**config.mk**
```make
export PLATFORM = sky130hd
export DESIGN_NAME = bru_rotate_unit
export DESIGN_NICKNAME = d
export VERILOG_FILES = /design/src/include/bru_pkg.sv /design/src/verilog/bru_rotator.sv /design/src/verilog/bru_rotate_unit.sv
export SDC_FILE = /design/constraint.sdc
export NUM_CORES = 1
export LEC_CHECK = 0
export BUFFER_PORTS_ARGS = -buffer_cell sky130_fd_sc_hd__buf_2
export CAP_MARGIN = 30
export CELL_PAD_IN_SITES_DETAIL_PLACEMENT = 1
export CELL_PAD_IN_SITES_GLOBAL_PLACEMENT = 1
export CORE_MARGIN = 10
export CORE_UTILIZATION = 33
export DETAILED_ROUTE_END_ITERATION = 10
export GPL_TIMING_DRIVEN = 0
export PLACE_DENSITY_LB_ADDON = 0.1
export SLEW_MARGIN = 30
export SYNTH_ARGS = -nofsm -noshare
export SYNTH_HDL_FRONTEND = slang
export SYNTH_HIERARCHICAL = 1
export SYNTH_SLANG_ARGS = --single-unit
```
**constraint.sdc**
```tcl
create_clock -name clk_i -period 1.6 [get_ports clk_i]
set_input_delay 0.16 -clock clk_i [delete_from_list [all_inputs] [get_ports clk_i]]
set_output_delay 0.16 -clock clk_i [all_outputs]
set_load 0.05 [all_outputs]
```
**src/include/bru_pkg.sv**
```systemverilog
package bru_pkg;

   localparam int BRU_DATA_W = 8;
   localparam int BRU_ADDR_W = 8;
   localparam int BRU_MSB = 7;
   localparam int BRU_LSB = 0;

   // Values after reset
   localparam logic [7:0] BRU_ACC_RST = 8'h00;
   localparam logic [7:0] BRU_ADDR_RST = 8'h00;
   localparam logic [7:0] BRU_WDATA_RST = 8'h00;
   localparam logic BRU_FLAG_RST = 1'b0;

   // Cycles from request edge to result visible on the outputs
   localparam int BRU_OP_CYCLES = 1;

   typedef enum logic [2:0] {
      BRU_OP_NONE,
      ROTATE_LEFT_VIA_CARRY,
      ROTATE_LEFT_VIA_CARRY_TO_ACC,
      ROTATE_RIGHT_PLAIN,
      ROTATE_RIGHT_PLAIN_TO_ACC,
      ROTATE_RIGHT_VIA_CARRY,
      ROTATE_RIGHT_VIA_CARRY_TO_ACC
   } bru_op_e;

   typedef struct packed {
      bru_op_e op;
      logic [7:0] addr;
   } bru_req_s;

   typedef struct packed {
      logic ov;
      logic z;
      logic ac;
      logic c;
   } bru_flags_s;

   localparam bru_flags_s BRU_FLAGS_RST = '{ov: 1'b0, z: 1'b0, ac: 1'b0, c: 1'b0};

endpackage

```
**src/verilog/bru_rotator.sv**
```systemverilog
`timescale 1ns/1ps
`default_nettype none

module bru_rotator
   import bru_pkg::*;
(
   // Operation
   input wire bru_op_e op_i,
   input wire logic [7:0] data_i,
   input wire logic carry_i,
   // Result
   output logic [7:0] result_o,
   output logic carry_o,
   output logic carry_we_o,
   output logic to_acc_o,
   output logic valid_op_o
);

   wire logic is_left;
   wire logic is_plain;
   wire logic [7:0] left_via_carry;
   wire logic [7:0] right_plain;
   wire logic [7:0] right_via_carry;

   assign is_left = (op_i == ROTATE_LEFT_VIA_CARRY) || (op_i == ROTATE_LEFT_VIA_CARRY_TO_ACC);
   assign is_plain = (op_i == ROTATE_RIGHT_PLAIN) || (op_i == ROTATE_RIGHT_PLAIN_TO_ACC);

   // Bits 0..6 move up one place and bits 1..7 move down one place
   genvar i;
   generate
      for (i = 0; i < BRU_MSB; i = i + 1) begin : g_shift
         assign left_via_carry[i + 1] = data_i[i];
         assign right_plain[i] = data_i[i + 1];
         assign right_via_carry[i] = data_i[i + 1];
      end
   endgenerate

   assign left_via_carry[BRU_LSB] = carry_i;
   assign right_plain[BRU_MSB] = data_i[BRU_LSB];
   assign right_via_carry[BRU_MSB] = carry_i;

   assign result_o = is_left ? left_via_carry : (is_plain ? right_plain : right_via_carry);
   assign carry_o = is_left ? data_i[BRU_MSB] : data_i[BRU_LSB];
   // Plain rotates never touch the carry
   assign carry_we_o = valid_op_o && !is_plain;
   assign to_acc_o = (op_i == ROTATE_LEFT_VIA_CARRY_TO_ACC) || (op_i == ROTATE_RIGHT_PLAIN_TO_ACC) ||
                     (op_i == ROTATE_RIGHT_VIA_CARRY_TO_ACC);
   assign valid_op_o = (op_i != BRU_OP_NONE) && (op_i <= ROTATE_RIGHT_VIA_CARRY_TO_ACC);

endmodule // bru_rotator

`default_nettype wire

```
**src/verilog/bru_rotate_unit.sv**
```systemverilog
`timescale 1ns/1ps
`default_nettype none

// Notes on behaviour
// - Left via carry: byte shifts left, old carry to bit 0, bit 7 to carry, written back.
// - Left via carry to acc: same result into accumulator, carry from bit 7, memory untouched.
// - Right plain: bit 0 wraps to bit 7, written back, no flag changes.
// - Right plain to acc: rotated byte into accumulator, memory and all flags untouched.
// - Right via carry: old carry to bit 7, bit 0 to carry, written back.
// - Right via carry to acc: result into accumulator, carry from bit 0, memory untouched.
// - Through-carry rotates change carry only; every other flag keeps its value.

module bru_rotate_unit
   import bru_pkg::*;
(
   // Clock and reset
   input wire logic clk_i,
   input wire logic rst_i,
   // Rotate request from the decoder
   input wire logic req_valid_i,
   input wire bru_req_s req_i,
   // Data memory read path, byte at req_i.addr in the same cycle
   input wire logic [7:0] mem_rdata_i,
   // Accumulator and status loads by other instructions
   input wire logic acc_wr_i,
   input wire logic [7:0] acc_wdata_i,
   input wire logic flags_wr_i,
   input wire bru_flags_s flags_wdata_i,
   // Data memory write path
   output logic mem_we_o,
   output logic [7:0] mem_addr_o,
   output logic [7:0] mem_wdata_o,
   // Core state
   output logic [7:0] acc_o,
   output bru_flags_s flags_o,
   output logic done_o
);

   logic [7:0] acc_r;
   logic [7:0] acc_nxt;
   bru_flags_s flags_r;
   bru_flags_s flags_nxt;
   logic mem_we_r;
   logic [7:0] mem_addr_r;
   logic [7:0] mem_wdata_r;
   logic done_r;

   wire logic [7:0] rot_result;
   wire logic rot_carry;
   wire logic rot_carry_we;
   wire logic rot_to_acc;
   wire logic rot_valid;
   wire logic go;
   wire logic go_mem;
   wire logic go_acc;
   wire logic go_carry;

   bru_rotator u_rotator (
      .op_i(req_i.op),
      .data_i(mem_rdata_i),
      .carry_i(flags_r.c),
      .result_o(rot_result),
      .carry_o(rot_carry),
      .carry_we_o(rot_carry_we),
      .to_acc_o(rot_to_acc),
      .valid_op_o(rot_valid)
   );

   // A rotate is taken in the cycle it is requested and finishes at that edge
   assign go = req_valid_i && rot_valid;
   assign go_mem = go && !rot_to_acc;
   assign go_acc = go && rot_to_acc;
   assign go_carry = go && rot_carry_we;

   // An accumulator-form rotate wins over an external accumulator load in the same cycle
   assign acc_nxt = go_acc ? rot_result : (acc_wr_i ? acc_wdata_i : acc_r);

   // Only the carry bit is ever written by a rotate; ov, z and ac pass through
   always_comb begin
      flags_nxt = flags_wr_i ? flags_wdata_i : flags_r;
      if (go) begin
         flags_nxt = flags_r;
      end
      if (go_carry) begin
         flags_nxt.c = rot_carry;
      end
   end

   always_ff @(posedge clk_i) begin
      if (rst_i) begin
         acc_r <= BRU_ACC_RST;
         flags_r <= BRU_FLAGS_RST;
      end else begin
         acc_r <= acc_nxt;
         flags_r <= flags_nxt;
      end
   end

   // Memory write strobe is a one-cycle pulse after the request edge
   always_ff @(posedge clk_i) begin
      if (rst_i) begin
         mem_we_r <= BRU_FLAG_RST;
         mem_addr_r <= BRU_ADDR_RST;
         mem_wdata_r <= BRU_WDATA_RST;
         done_r <= BRU_FLAG_RST;
      end else begin
         mem_we_r <= go_mem;
         mem_addr_r <= go ? req_i.addr : mem_addr_r;
         mem_wdata_r <= go_mem ? rot_result : mem_wdata_r;
         done_r <= go;
      end
   end

   assign mem_we_o = mem_we_r;
   assign mem_addr_o = mem_addr_r;
   assign mem_wdata_o = mem_wdata_r;
   assign acc_o = acc_r;
   assign flags_o = flags_r;
   assign done_o = done_r;

   // Checks decode the request on their own rather than reuse the rotator decode,
   // so a slip in that decode cannot hide behind its own checks
   wire logic req_rotate;
   wire logic req_to_acc;
   assign req_rotate = req_valid_i && (req_i.op inside {ROTATE_LEFT_VIA_CARRY, ROTATE_LEFT_VIA_CARRY_TO_ACC,
      ROTATE_RIGHT_PLAIN, ROTATE_RIGHT_PLAIN_TO_ACC, ROTATE_RIGHT_VIA_CARRY, ROTATE_RIGHT_VIA_CARRY_TO_ACC});
   assign req_to_acc = req_valid_i && (req_i.op inside {ROTATE_LEFT_VIA_CARRY_TO_ACC, ROTATE_RIGHT_PLAIN_TO_ACC,
      ROTATE_RIGHT_VIA_CARRY_TO_ACC});
endmodule // bru_rotate_unit

`default_nettype wire

```
==> results.sh <==
export IMPL_outcome="finished, final reports clean"
export IMPL_total_power_mw=1.96
export IMPL_ctsHtreeMaxLevel=2
export IMPL_die_w_um=84.9
export IMPL_antenna_found_initial=0
export IMPL_worst_slack_ns=0.164
export IMPL_wl_per_cell_um=16.0
export IMPL_num_rows=23
export IMPL_place_gp_congestion=0.733
export IMPL_post_cts_buffers=0
export IMPL_cts_inserted_buffers=5
export IMPL_worst_setup_path_start_kind="input pin"
export IMPL_post_route_min_period_ns=1.44
export IMPL_cts_root_buf="clkbuf_8"
export IMPL_clock_sinks=30
export IMPL_clk_latency_ns=0.28
export IMPL_rsz0062_at_grt="no"
export IMPL_path_clk_slew_ns=0.06
export IMPL_cts_hold_fix_buffers=0
export IMPL_num_fill_cells=503
export IMPL_dr_total_vias=1238
export IMPL_worst_pin_slew_ns=0.460
export IMPL_grt_pass1_wl_um=6940
export IMPL_area_growth_pct=33.8
export IMPL_timing_slew_headroom=0.694
export IMPL_place_worst_setup_slack_ns=-0.258
export IMPL_io_buffers=62
export IMPL_path_cells="buf_2 -> inv_1 -> ha_1 -> o21bai_1 -> buf_6 -> mux2_4 -> a32oi_1 -> a21oi_1"
export IMPL_num_nets_final=252
export IMPL_cts_buffer_depth=2
export IMPL_grt_max_degree=11
export IMPL_ys_top_cells_by_area="dfxtp_1, mux2i_1, mux2_4"
export IMPL_fp_dieArea_mm2=0.00721
export IMPL_drt_wl_total_um=4200
export IMPL_p_leak_nw=0.985
export IMPL_setup_worst_path_end_class="flip-flop"
export IMPL_min_path_type="input pin to flip-flop"
export IMPL_syn_cell_area_mm2=0.00139
export IMPL_clock_skew_ns=0.00124
export IMPL_cp_slowest_stage_delay_ns=0.31
export IMPL_cp_required_ns=1.75
export IMPL_worstPathArrival_ns=1.59
export IMPL_r2r_slack_ns=0.57
export IMPL_report_final_slew_viol_count=0
export IMPL_worstPathMaxFanout=10
export IMPL_syn_nets=183
export IMPL_async_reset_ff_frac=0
export IMPL_netlist_instances=143
export IMPL_ys_warn_count=6
export IMPL_grt_pass1_vias=1419
export IMPL_netlist_area_leader_share=0.432
export IMPL_cts_resized=0
export IMPL_diodes=0
export IMPL_layout_drive_gt1_share=0.408
export IMPL_fin_crit_sh=0.898
export IMPL_ys_types=23
export IMPL_seq_area_frac_synth=0.432
export IMPL_drtAntennaViolNets=0
export IMPL_dp_hpwl_um=3450
export IMPL_max_freq_mhz=696
export IMPL_ys_seq_elements=30
export IMPL_synth_edff_count=0
export IMPL_peakVddDrop_uv=425
export IMPL_overflow=0
export IMPL_io_pins=66
export IMPL_tritoncts="built"
export IMPL_drc_errors=0
export IMPL_drtPass1Iterations=4
export IMPL_power_density_mw_per_mm2=1050
export IMPL_setup_viol_count_final=0
export IMPL_hold_viol=0
export IMPL_die_h_um=84.9
export IMPL_via_per_inst=4.71
export IMPL_initial_core_util=0.345
export IMPL_holdPathStages=3
export IMPL_avgSynthCellArea_um2=9.72
export IMPL_yosysMostFrequentCell="dfxtp_1"
export IMPL_ff2ff_path_depth=4
export IMPL_crit_type="input pin to flip-flop"
export IMPL_drtIter0Drc=40
export IMPL_grt_use_total=0.120
export IMPL_core_mm2=0.00403
export IMPL_synthFlopType="dfxtp_1"
export IMPL_slowest_stage="mux2_4"
export IMPL_max_cap_violations=0
export IMPL_post_synth_top_area_cell="dfxtp_1"
export IMPL_yosys_top_cells_count="dfxtp_1, mux2i_1, nor2_1, nand2_1, a21oi_1"
==> stage by stage <==
step / hold slack, ns / util / cell area [µm²] / TNS (ns) / cells
3_5_place_dp: 0.409 / 0.438 / 1760 / -5.65 / 255
4_1_cts: 0.105 / 0.460 / 1850 / 0 / 263
3_3_place_gp: 0.397 / 0.438 / 1760 / -2.47 / 255
5_1_grt: 0.113 / 0.462 / 1860 / 0 / 263
6_report: 0.110 / 0.462 / 1860 / 0 / 263
2_1_floorplan: 0.296 / - / 1390 / 0 / 143
==> critical path, delay by kind of cell <==
kind	cells	cell delay, ns
adder cells (fa/ha/maj)	1	0.23
buffers and inverters	3	0.36
AO/OA/AOI/OAI	3	0.52
multiplexers	1	0.31
==> per-layer routing <==
layer	global-route usage	vias up	wire length [µm]
met5	0	-	0
met4	0.0449	0	61
met3	0.0621	7	401
met2	0.198	48	1920
met1	0.128	553	1810
li1	-	630	-
==> cell type report <==
class	instances	area (µm²)	area share
multi-input combinational	101	729	0.392
sequential	30	601	0.323
timing repair buffer	62	310	0.167
clock buffer	7	86.3	0.0464
tap	50	62.6	0.0336
buffer	9	55.1	0.0296
inverter	3	11.3	0.00605
clock inverter	1	5.00	0.00269
==> placed cells by master, fill, tap and decap left out <==
cell type  instances
nand2_1           18
a32oi_1            1
buf_6              1
a2bb2oi_2          1
clkbuf_2           2
nand3b_1           2
nand3_1            1
a21o_2             1
dfxtp_1           30
mux2i_1           21
nor2_1            21
a211oi_1           8
o21bai_1           1
a21boi_2           1
clkbuf_1           4
clkbuf_8           6
clkinv_2           1
nand3_2            1
inv_1              3
buf_4              3
and2_1             1
buf_2             62
a21oi_1           10
nor3_1             1
mux2_4             8
ha_1               4
==> report_power, final <==
| group | leakage (nW) | switching [mW] | total [mW] | internal (mW) |
|---|---|---|---|---|
| Clock | 0.0482 | 0.286 | 0.633 | 0.346 |
| Sequential | 0.247 | 0.0248 | 0.823 | 0.799 |
| Combinational | 0.690 | 0.333 | 0.501 | 0.168 |
| Total | 0.985 | 0.644 | 1.96 | 1.31 |
==> cell families after synthesis <==
| kind of cell | after synthesis | share of synthesized area |
|---|---|---|
| buffers and inverters | 12 | 0.0477 |
| and+or+nand+nor | 45 | 0.135 |
| muxes | 29 | 0.238 |
| DFF | 30 | 0.432 |
| adders and majority gates | 4 | 0.0360 |
| AOI/OAI and AO/OA | 23 | 0.112 |
==> flip-flops by register name (all words and copies together) (netlist names) <==
name,flops
acc_o,8
mem_addr_o,8
mem_wdata_o,8
flags_o,4
done_o,1
mem_we_o,1
==> path summary, 6_finish.rpt <==
| check | start | to |
|---|---|---|
| worst max-delay path | req_i[8] | flags_o[0]$_SDFFE_PP0P_ |
| worst max register to register | flags_o[0]$_SDFFE_PP0P_ | acc_o[7]$_SDFFE_PP0P_ |
| worst min-delay path | req_i[3] | mem_addr_o[3]$_SDFFE_PP0P_ |
| worst min register to register | mem_addr_o[1]$_SDFFE_PP0P_ | mem_addr_o[1]$_SDFFE_PP0P_ |
Note: power is estimated with default switching activity, not from simulation.
